$ cat src/rtl/pvcr_defs.vh
// Purpose: constants for the vendor management register bank
// Assumes: 5-bit management register address, 16-bit data
// Notes:   offsets are management register addresses
`ifndef PVCR_DEFS_VH
`define PVCR_DEFS_VH

`define PVCR_ADDR_PORT_CFG     5'h10
`define PVCR_ADDR_SECOND_STAT  5'h11
`define PVCR_ADDR_STAT_CHANGE  5'h13
`define PVCR_ADDR_IND_CFG      5'h14
`define PVCR_ADDR_DIGITAL_CFG  5'h1A
`define PVCR_ADDR_TX_CTRL      5'h1E

`define PVCR_BIT_FORCE_LINK    14
`define PVCR_BIT_TX_DISABLE    13
`define PVCR_BIT_SCR_BYPASS    12
`define PVCR_BIT_JABBER_OFF    10
`define PVCR_BIT_HEARTBEAT     9
`define PVCR_BIT_ECHO_SUPP     8
`define PVCR_BIT_CARRIER_EXT   7
`define PVCR_BIT_PREAMBLE      5
`define PVCR_BIT_ALT_NP        1

`define PVCR_CFG_WMASK         16'h77A2
`define PVCR_CFG_RESET         16'h0080
`define PVCR_OTHER_RESET       16'h0000
`define PVCR_BASE_PAGE_BIT     5

`endif

$ cat src/rtl/pvcr_stat_latch.v
// Purpose: latching-high base-page and page-received flags
// Assumes: events and read strobes come from the management clock domain
// Notes:   a set in the clearing cycle wins over the clear
`timescale 1ns/1ps
module pvcr_stat_latch
(
  input  wire clock,
  input  wire reset,
  input  wire alt_np_enable,
  input  wire base_page_event,
  input  wire page_event,
  input  wire page_received_variable,
  input  wire transmit_disable,
  input  wire status_read,
  output reg  base_page_flag,
  output reg  page_received_flag,
  output wire base_page_report
);

  wire page_clear;

  assign page_clear = status_read |
                      (alt_np_enable & (~page_received_variable | transmit_disable));
  assign base_page_report = base_page_flag & alt_np_enable;

  always @(posedge clock)
  begin
    if (reset)
    begin
      base_page_flag     <= 1'b0;
      page_received_flag <= 1'b0;
    end
    else
    begin
      if (base_page_event)
        base_page_flag <= 1'b1;
      else if (status_read)
        base_page_flag <= 1'b0;
      if (page_event)
        page_received_flag <= 1'b1;
      else if (page_clear)
        page_received_flag <= 1'b0;
    end
  end

endmodule

$ cat src/rtl/pvcr_regs.v
// Purpose: vendor management registers 16..31 and port configuration controls
// Assumes: management frame logic delivers one-cycle read/write strobes
// Notes:   line-side inputs are synchronised before use
`timescale 1ns/1ps
`include "pvcr_defs.vh"
module pvcr_regs
(
  input  wire        clock,
  input  wire        reset,
  input  wire [4:0]  mgmt_addr,
  input  wire [15:0] mgmt_wdata,
  input  wire        mgmt_write,
  input  wire        mgmt_read,
  output reg  [15:0] mgmt_rdata,
  output reg         mgmt_reserved,
  input  wire [15:0] second_status_in,
  input  wire [15:0] status_change_in,
  output wire        status_change_read,
  input  wire        speed_100,
  input  wire        link_detect,
  input  wire        carrier_raw,
  input  wire        frame_delim,
  input  wire        receive_end,
  input  wire        base_page_event,
  input  wire        page_event,
  input  wire        page_received_variable,
  output reg         link_pass,
  output reg         tx_disable,
  output reg         scrambler_bypass,
  output reg         jabber_correct_off,
  output reg         heartbeat_test_enable,
  output reg         twisted_pair_echo_suppress,
  output reg         carrier_extend_select,
  output reg         alternate_next_page_enable,
  output reg         carrier_sense,
  output reg         receive_valid,
  output reg         preamble_pass,
  output wire        base_page_report,
  output wire        page_received_flag
);

  // ****************************************
  // state
  // ****************************************
  reg  [15:0] port_configuration;
  reg  [15:0] indicator_configuration;
  reg  [15:0] digital_configuration;
  reg  [15:0] transmit_control;
  reg  [1:0]  speed_sync;
  reg  [1:0]  link_sync;
  reg  [1:0]  crs_sync;
  reg  [1:0]  sfd_sync;
  reg  [1:0]  rend_sync;
  reg         rx_active;
  wire        base_page_flag;
  wire        speed_s;
  wire        link_s;
  wire        crs_s;
  wire        sfd_s;
  wire        rend_s;
  wire        preamble_on;
  wire        extend_on;
  wire        next_receive_valid;
  wire        next_carrier_sense;
  wire        cfg_read;

  function is_reserved;
    input [4:0] a;
    begin
      case (a)
        `PVCR_ADDR_PORT_CFG,
        `PVCR_ADDR_SECOND_STAT,
        `PVCR_ADDR_STAT_CHANGE,
        `PVCR_ADDR_IND_CFG,
        `PVCR_ADDR_DIGITAL_CFG,
        `PVCR_ADDR_TX_CTRL: is_reserved = 1'b0;
        default:            is_reserved = 1'b1;
      endcase
    end
  endfunction

  // ****************************************
  // pin synchronisers
  // ****************************************
  always @(posedge clock)
  begin
    if (reset)
    begin
      speed_sync <= 2'h0;
      link_sync  <= 2'h0;
      crs_sync   <= 2'h0;
      sfd_sync   <= 2'h0;
      rend_sync  <= 2'h0;
    end
    else
    begin
      speed_sync <= {speed_sync[0], speed_100};
      link_sync  <= {link_sync[0], link_detect};
      crs_sync   <= {crs_sync[0], carrier_raw};
      sfd_sync   <= {sfd_sync[0], frame_delim};
      rend_sync  <= {rend_sync[0], receive_end};
    end
  end

  assign speed_s = speed_sync[1];
  assign link_s  = link_sync[1];
  assign crs_s   = crs_sync[1];
  assign sfd_s   = sfd_sync[1];
  assign rend_s  = rend_sync[1];

  // ****************************************
  // register writes
  // ****************************************
  // reserved port configuration bits are masked so they always read 0, whatever is written
  always @(posedge clock)
  begin
    if (reset)
    begin
      port_configuration      <= `PVCR_CFG_RESET;
      indicator_configuration <= `PVCR_OTHER_RESET;
      digital_configuration   <= `PVCR_OTHER_RESET;
      transmit_control        <= `PVCR_OTHER_RESET;
    end
    else if (mgmt_write)
    begin
      case (mgmt_addr)
        `PVCR_ADDR_PORT_CFG:
          port_configuration <= mgmt_wdata & `PVCR_CFG_WMASK;
        `PVCR_ADDR_IND_CFG:
          indicator_configuration <= mgmt_wdata;
        `PVCR_ADDR_DIGITAL_CFG:
          digital_configuration <= mgmt_wdata;
        `PVCR_ADDR_TX_CTRL:
          transmit_control <= mgmt_wdata;
        default:
          port_configuration <= port_configuration;
      endcase
    end
  end

  // ****************************************
  // register reads
  // ****************************************
  assign cfg_read           = mgmt_read & (mgmt_addr == `PVCR_ADDR_PORT_CFG);
  assign status_change_read = mgmt_read & (mgmt_addr == `PVCR_ADDR_STAT_CHANGE);

  always @(posedge clock)
  begin
    if (reset)
    begin
      mgmt_rdata    <= 16'h0000;
      mgmt_reserved <= 1'b0;
    end
    else if (mgmt_read)
    begin
      mgmt_reserved <= is_reserved(mgmt_addr);
      case (mgmt_addr)
        `PVCR_ADDR_PORT_CFG:     mgmt_rdata <= port_configuration;
        `PVCR_ADDR_SECOND_STAT:  mgmt_rdata <= second_status_in;
        `PVCR_ADDR_STAT_CHANGE:  mgmt_rdata <= status_change_in;
        `PVCR_ADDR_IND_CFG:      mgmt_rdata <= indicator_configuration;
        `PVCR_ADDR_DIGITAL_CFG:  mgmt_rdata <= digital_configuration;
        `PVCR_ADDR_TX_CTRL:      mgmt_rdata <= transmit_control;
        default:                 mgmt_rdata <= 16'h0000;
      endcase
    end
  end

  // ****************************************
  // configuration controls
  // ****************************************
  always @(posedge clock)
  begin
    if (reset)
    begin
      link_pass                  <= 1'b0;
      tx_disable                 <= 1'b0;
      scrambler_bypass           <= 1'b0;
      jabber_correct_off         <= 1'b0;
      heartbeat_test_enable      <= 1'b0;
      twisted_pair_echo_suppress <= 1'b0;
      carrier_extend_select      <= 1'b1;
      alternate_next_page_enable <= 1'b0;
    end
    else
    begin
      link_pass  <= port_configuration[`PVCR_BIT_FORCE_LINK] | link_s;
      tx_disable <= port_configuration[`PVCR_BIT_TX_DISABLE];
      scrambler_bypass <= port_configuration[`PVCR_BIT_SCR_BYPASS] & speed_s;
      jabber_correct_off <= port_configuration[`PVCR_BIT_JABBER_OFF] & ~speed_s;
      heartbeat_test_enable <= port_configuration[`PVCR_BIT_HEARTBEAT] & ~speed_s;
      twisted_pair_echo_suppress <=
        port_configuration[`PVCR_BIT_ECHO_SUPP] & ~speed_s;
      carrier_extend_select <= port_configuration[`PVCR_BIT_CARRIER_EXT] & ~speed_s;
      alternate_next_page_enable <= port_configuration[`PVCR_BIT_ALT_NP];
    end
  end

  // ****************************************
  // receive valid and carrier timing
  // ****************************************
  assign preamble_on = speed_s | port_configuration[`PVCR_BIT_PREAMBLE];
  assign extend_on   = ~speed_s & port_configuration[`PVCR_BIT_CARRIER_EXT];

  // frame end from the line always closes the frame, even if carrier dropped earlier
  assign next_receive_valid = rend_s ? 1'b0 :
                              rx_active ? 1'b1 :
                              preamble_on ? crs_s :
                              sfd_s;
  assign next_carrier_sense = crs_s | (extend_on & next_receive_valid);

  always @(posedge clock)
  begin
    if (reset)
    begin
      rx_active     <= 1'b0;
      receive_valid <= 1'b0;
      carrier_sense <= 1'b0;
      preamble_pass <= 1'b0;
    end
    else
    begin
      rx_active     <= next_receive_valid;
      receive_valid <= next_receive_valid;
      carrier_sense <= next_carrier_sense;
      preamble_pass <= preamble_on & crs_s & ~rx_active;
    end
  end

  // ****************************************
  // expansion status flags
  // ****************************************
  pvcr_stat_latch u_stat_latch
  (
    .clock                  (clock),
    .reset                  (reset),
    .alt_np_enable          (port_configuration[`PVCR_BIT_ALT_NP]),
    .base_page_event        (base_page_event),
    .page_event             (page_event),
    .page_received_variable (page_received_variable),
    .transmit_disable       (port_configuration[`PVCR_BIT_TX_DISABLE]),
    .status_read            (status_change_read),
    .base_page_flag         (base_page_flag),
    .page_received_flag     (page_received_flag),
    .base_page_report       (base_page_report)
  );

endmodule

$ cat config.mk
export PLATFORM = sky130hd
export DESIGN_NAME = pvcr_regs
export DESIGN_NICKNAME = d
export VERILOG_FILES = /design/src/rtl/pvcr_stat_latch.v /design/src/rtl/pvcr_regs.v
export VERILOG_INCLUDE_DIRS = /design/src /design/src/rtl
export SDC_FILE = /design/constraint.sdc
export NUM_CORES = 1
export LEC_CHECK = 0
export BUFFER_PORTS_ARGS = -buffer_cell sky130_fd_sc_hd__buf_2
export CORE_MARGIN = 5
export CORE_UTILIZATION = 40
export DETAILED_ROUTE_END_ITERATION = 6
export REMOVE_ABC_BUFFERS = 1
export SYNTH_ARGS = -nofsm -noshare
export SYNTH_HDL_FRONTEND = slang
export SYNTH_SLANG_ARGS = --single-unit
export TNS_END_PERCENT = 50
$ cat constraint.sdc
create_clock -name clock -period 1.2 [get_ports clock]
set_input_delay 0 -clock clock [delete_from_list [all_inputs] [get_ports clock]]
set_output_delay 0 -clock clock [all_outputs]
set_load 0.005 [all_outputs]
After elaboration in Yosys (flattened, before gate mapping):

Cells that the tools add are included.

* add/sub/neg operators: 0
* multipliers: 0
* div/mod/pow operators: 0
* order comparisons: 0
* equality and inequality tests: 6
* shift-type cells: 0
* muxes and demuxes: 9
* bitwise gates (word level): 19
* reductions and logical operators: 7

Operators by type and width (count)
* $pmux W16 S6: 1
* $eq A5 B5 Y1 const B: 6
* $and A1 B1 Y1: 11
* $mux W1: 8
* $reduce_and A2 Y1: 4
* $reduce_or A6 Y1: 1
* $or A1 B1 Y1: 5
* $reduce_bool A2 Y1: 2
* $not A1 Y1: 3

* register bits: 97
* latch bits: 0
* RAM bits: 0
* bits in read-only memories: 0
* input port bits: 65
* output and inout port bits: 31
* memories: 0

Logic depth before layout (Yosys ltp):

* depth in word-level cells: 6
* gate-level depth with buffers: 7
* depth with buffers taken out: 4

Cells and area by module:

A second synthesis with hierarchy kept.

* cell total of the unflattened synthesis: 485
* area total of the unflattened synthesis: 4076.4 µm²

By module, submodules not included
* pvcr_regs: instances 1, cells each 475, area an instance 3990.1 µm²
* pvcr_stat_latch: instances 1, cells each 10, area an instance 86.3 µm²

Least setup slack after synthesis:

No wires, ideal clock.

* path kind: input port to flip-flop
* start: input port mgmt_addr[4]
* end: register mgmt_rdata[0]
* library setup time: 146 ps
* data arrival time: 1081 ps
* setup slack: -27 ps
* stages: 6
* buffers on the path: 2
* cells stage by stage: buf_4 and4bb_1 and2_1 buf_4 a221oi_1 a221oi_2

* word-level cells in the longest chain between the ends: 2

Ends and longest elaborated chain
* start: declaration: RTL line pvcr_regs.v:10 `input wire [4:0] mgmt_addr,`
* $eq A5 B5 Y1: RTL line pvcr_regs.v:157 `case (mgmt_addr)`
* $pmux W16 S6 *: RTL line pvcr_regs.v:157
* end signal: assignment: RTL line pvcr_regs.v:158 `` `PVCR_ADDR_PORT_CFG: mgmt_rdata <= port_configuration; ``
* end signal: assignment: RTL line pvcr_regs.v:159 `` `PVCR_ADDR_SECOND_STAT: mgmt_rdata <= second_status_in; ``
* end signal: assignment: RTL line pvcr_regs.v:160 `` `PVCR_ADDR_STAT_CHANGE: mgmt_rdata <= status_change_in; ``
* end: declaration: RTL line pvcr_regs.v:14 `output reg [15:0] mgmt_rdata,`

Mark *: on every way between the ends. The rest lies on a longest branch, timed or not.
A chain may end at the register's enable or synchronous reset.

Worst setup path in the final report:

* start: register port_configuration[5]
* end: register carrier_sense

* word-level cells in the longest chain between the ends: 6

Ends and longest elaborated chain
* start: declaration: RTL line pvcr_regs.v:45 `reg [15:0] port_configuration;`
* start signal: assignment: RTL line pvcr_regs.v:119 `` port_configuration <= `PVCR_CFG_RESET; ``
* start signal: assignment: RTL line pvcr_regs.v:128 `` port_configuration <= mgmt_wdata & `PVCR_CFG_WMASK; ``
* start signal: assignment: RTL line pvcr_regs.v:136 `port_configuration <= port_configuration;`
* $or A1 B1 Y1: RTL line pvcr_regs.v:202 `` assign preamble_on = speed_s | port_configuration[`PVCR_BIT_PREAMBLE]; ``
* $mux W1: RTL line pvcr_regs.v:208 `preamble_on ? crs_s :`
* $mux W1: RTL line pvcr_regs.v:207 `rx_active ? 1'b1 :`
* $mux W1: RTL line pvcr_regs.v:206 `assign next_receive_valid = rend_s ? 1'b0 :`
* $and A1 B1 Y1: RTL line pvcr_regs.v:210 `assign next_carrier_sense = crs_s | (extend_on & next_receive_valid);`
* $or A1 B1 Y1: RTL line pvcr_regs.v:210
* end signal: assignment: RTL line pvcr_regs.v:225 `carrier_sense <= next_carrier_sense;`
* end: declaration: RTL line pvcr_regs.v:35 `output reg carrier_sense,`

Every way passes these cells.

==> impl.org <==
** Setup path
- Delay of the slowest critical-path stage :: between 0.3 and 0.4 ns
- Worst Path Arrival :: around 1.4 ns
- Of all nets on the critical path, the largest fanout is 2.
- CP startpoint kind :: flop
- Data on the critical path is required at its endpoint by ~1.4 ns.
- Critical-path cell with the highest stage delay :: dfxtp_1
- Critical Path End Type :: flop
- Critical path type :: flop to flop
- Cell breakdown of the critical path :: nor2_2 > mux2_2 > nor2_1 > o41ai_1

** Timing
- Transition time at the pin with the least slew margin :: roughly 0.35 ns
- Slack of the critical path :: a little over 0.06 ns
- The count of pins over their slew limit came to 0.
- Final setup violation count :: 0
- Minimum hold slack :: between 0.02 and 0.025 ns
- In the final timing run, aggregate negative setup slack is 0 ns.
- Relative slew margins :: between 70% and 80%
- Based on the critical path, the design can be clocked at up to just under 900 MHz.
- The worst path uses between 90% and 100% of the clock period.
- Counting I/O delays and the setup requirement, the final critical path takes roughly 1.1 ns.
- Final-report hold violation count :: 0
- Setup repair after global routing missed its margin :: false
- Setup Skew :: roughly 0.0095 ns

** Flow run
- Max capacitance violation total :: 0

** Outcome
- The flow ran to the end, and the final reports show no timing, DRC or antenna violations.

** Hold path
- Class of the worst hold path :: primary input to flop

** Floorplan
- Initial core utilization :: between 40 and 50%
- The core region is 10,200 µm².
- Number of standard-cell rows in the floorplan :: 37
- Die outline area :: 12,500 µm²
- During I/O placement, the number of pins put on the boundary was 96.
- From bottom edge to top edge, the die measures ~110 µm.
- Die X-Extent :: 112 µm

** Global route
- Met1 Usage GRT :: 24.0%
- The first global-routing pass estimated approximately 19,000 µm of wire.
- Entering global routing, the biggest net connects 39 pins.
- The initial antenna violation count was 0.
- Global routing consumed, on the met3 layer, 4.02% of the routing resources.
- For this run, the total global-route usage over all layers was measured as 18.7%.
- Met2 global-route usage :: 31.4%
- Remaining Overflow, GRT :: 0
- Vias in the first global route :: 3,820
- Layer with the highest usage after global routing :: met2

** Clock network
- Clock-pin slew was measured on the worst setup and hold paths at about 0.090 ns.
- Buffers from clock root to sink, at most :: 2
- Clock tree synthesis found a total of slightly below 100 sinks.
- Master cell of the clock root buffer :: clkbuf_8
- The number of clock buffers added by TritonCTS is 9.
- Clock latency on the worst-skew pair, taken at its later pin, is between 0.3 and 0.4 ns.
- TritonCTS built the clock tree.
- Max H-tree Level :: 3

** Synthesis
- Sequential element share of the synthesized area :: ~47%
- After synthesis, the mean cell area works out to roughly 9.0 µm².
- After synthesis the cells add up to between 4000 and 5000 µm².
- Yosys warning count :: 0
- After synthesis, the share of flip-flops with an asynchronous set or reset is 0%.
- Number of enable-type register cells in the synthesized netlist :: 0
- Counting distinct cell types in the post-synthesis netlist gives 43.
- For this run, the leading register cell type out of synthesis is dfxtp_1.
- Synthesis-stage register bit count :: 97
- In the synthesized netlist, the number of instances is 459.

** Place
- Summed over all nets, the half-perimeter wirelength after detailed placement is between 8000 and 9000 µm.
- Routability cong. :: approximately 0.8
- DP Area :: around 5000 µm²
- OpenSTA, run right after detailed placement, puts the worst setup slack at -0.101 ns.
- Number of buffer cells added on primary ports :: 95

** Route
- Average routed wire per standard cell :: between 15 and 20 µm
- Post-DR vias/cell :: 5.11
- DRC marker count from the first detailed-route iteration :: roughly 220
- The routed layout has 3,763 vias.
- The pre-antenna-repair detailed-routing pass consisted of 5 iterations.
- Post-route DRC :: 0
- The count of nets left with antenna violations once routing finished came out at 0.
- Routed wire length :: between 10,000 and 15,000 µm

** Power
- IR analysis of the VDD net gives a maximum drop of 0.559 mV.
- Power spread over the standard cell area amounts to 1160 nW/µm².
- Static leakage power :: roughly 2.2 nW

** Cells and area
- Number of nets in the layout :: about 660
- Share of cells above drive strength 1 :: between 20% and 30%
- The number of antenna diodes in the final layout is 0.
- From synthesis to final layout, the design area changed by 30.9%.
- After routing the design area is between 5000 and 6000 µm².
[logic make-up (layout without fill, tap and decap cells)]
family	Yosys count	count (layout)	synth area share, %
XOR/XNOR	1	1	0.211
flip-flops	97	97	46.8
AO/OA/AOI/OAI	105	105	16.7
AND/OR/NAND/NOR	181	181	21.7
multiplexers	39	39	9.56
buffers and inverters	36	178	5.09
[critical path, delay by kind of cell (launching register included)]
| kind | cells | cell delay, ns |
|---|---|---|
| compound gates | 1 | 0.08 |
| mux | 1 | 0.34 |
| simple gates | 2 | 0.27 |
| flops | 1 | 0.34 |
[metal layers]
| metal | wire length [µm] | vias to the layer above |
|---|---|---|
| li1 | - | 1862 |
| met4 | 137 | 0 |
| met5 | 0 | - |
| met2 | 5460 | 120 |
| met1 | 5090 | 1772 |
| met3 | 677 | 9 |
[area by class of cell]
type	instances	area [µm²]
timing repair buffer	159	1090
clock buffer	12	145
fill	972	4800
clock inverter	4	76.3
tap	136	170
inverter	3	11.3
sequential	97	1940
multi-input combinational	326	2000
[repair_timing]
item | 4_1_cts | 5_1_grt
setup buffers | 0 | 0
resized for setup | 0 | 1
endpoints found under the setup margin | 0 | 1
hold endpoints to repair | 64 | 0
hold buffers | 23 | 0
[placed cells by master, fill, tap and decap left out, types with 9 or more instances in the layout]
cell | Yosys | routed
o22ai_1 | 10 | 10
buf_4 | 11 | 35
nor2b_1 | 12 | 12
a21oi_1 | 52 | 52
clkbuf_8 | 0 | 10
mux2i_1 | 34 | 34
a221oi_2 | 9 | 9
buf_2 | 4 | 95
dlygate4sd3_1 | 0 | 23
nand2_1 | 104 | 104
nor2_1 | 28 | 27
dfxtp_1 | 97 | 97
o21ai_0 | 16 | 16
nand2b_1 | 11 | 11
[where the power goes]
group / internal (mW) / switching (mW) / total [mW]
Combinational: 0.325 / 0.319 / 0.644
Sequential: 3.28 / 0.0275 / 3.30
Clock: 1.24 / 1.12 / 2.36
[registers in the layout, summed over array words and instances, names as in the netlist, 2 cells and up]
name                     flops
sfd_sync                     2
transmit_control            16
indicator_configuration     16
crs_sync                     2
digital_configuration       16
port_configuration           9
speed_sync                   2
link_sync                    2
rend_sync                    2
mgmt_rdata                  16
[synth_stat cells (3+ instances only)]
| cell type | instances | area [µm²] |
|---|---|---|
| a211oi_1 | 3 | 22.5 |
| a21oi_1 | 52 | 260 |
| a221oi_1 | 6 | 52.6 |
| a221oi_2 | 9 | 135 |
| a22oi_1 | 3 | 22.5 |
| and2_1 | 6 | 37.5 |
| buf_2 | 4 | 20.0 |
| buf_4 | 11 | 82.6 |
| buf_6 | 4 | 45.0 |
| clkbuf_1 | 12 | 45.0 |
| dfxtp_1 | 97 | 1940 |
| inv_1 | 3 | 11.3 |
| mux2_2 | 5 | 56.3 |
| mux2i_1 | 34 | 340 |
| nand2_1 | 104 | 390 |
| nand2b_1 | 11 | 68.8 |
| nand3_1 | 3 | 15.0 |
| nor2_1 | 28 | 105 |
| nor2b_1 | 12 | 75.1 |
| o21ai_0 | 16 | 80.1 |
| o22ai_1 | 10 | 62.6 |
[stage by stage]
stage	utilization [%]	instances	power, mW
CTS	53.1	737	6.37
global route	53.1	737	6.58
finish	53.1	737	6.31
floorplan	-	426	3.56
detailed placement	48.7	698	3.96
global placement	48.7	698	3.96
[final timing paths]
kind	start	to	slack (ns)	cells past startpoint
min reg2reg	rend_sync[1]$_SDFF_PP0_	rx_active$_SDFF_PP0_	0.43	1
max reg2reg	port_configuration[5]$_SDFFE_PP0P_	carrier_sense$_SDFF_PP0_	0.06	4
max	port_configuration[5]$_SDFFE_PP0P_	carrier_sense$_SDFF_PP0_	0.06	4
min	status_change_in[13]	mgmt_rdata[13]$_SDFFE_PP0P_	0.02	3
Note: power is estimated with default switching activity, not from simulation.
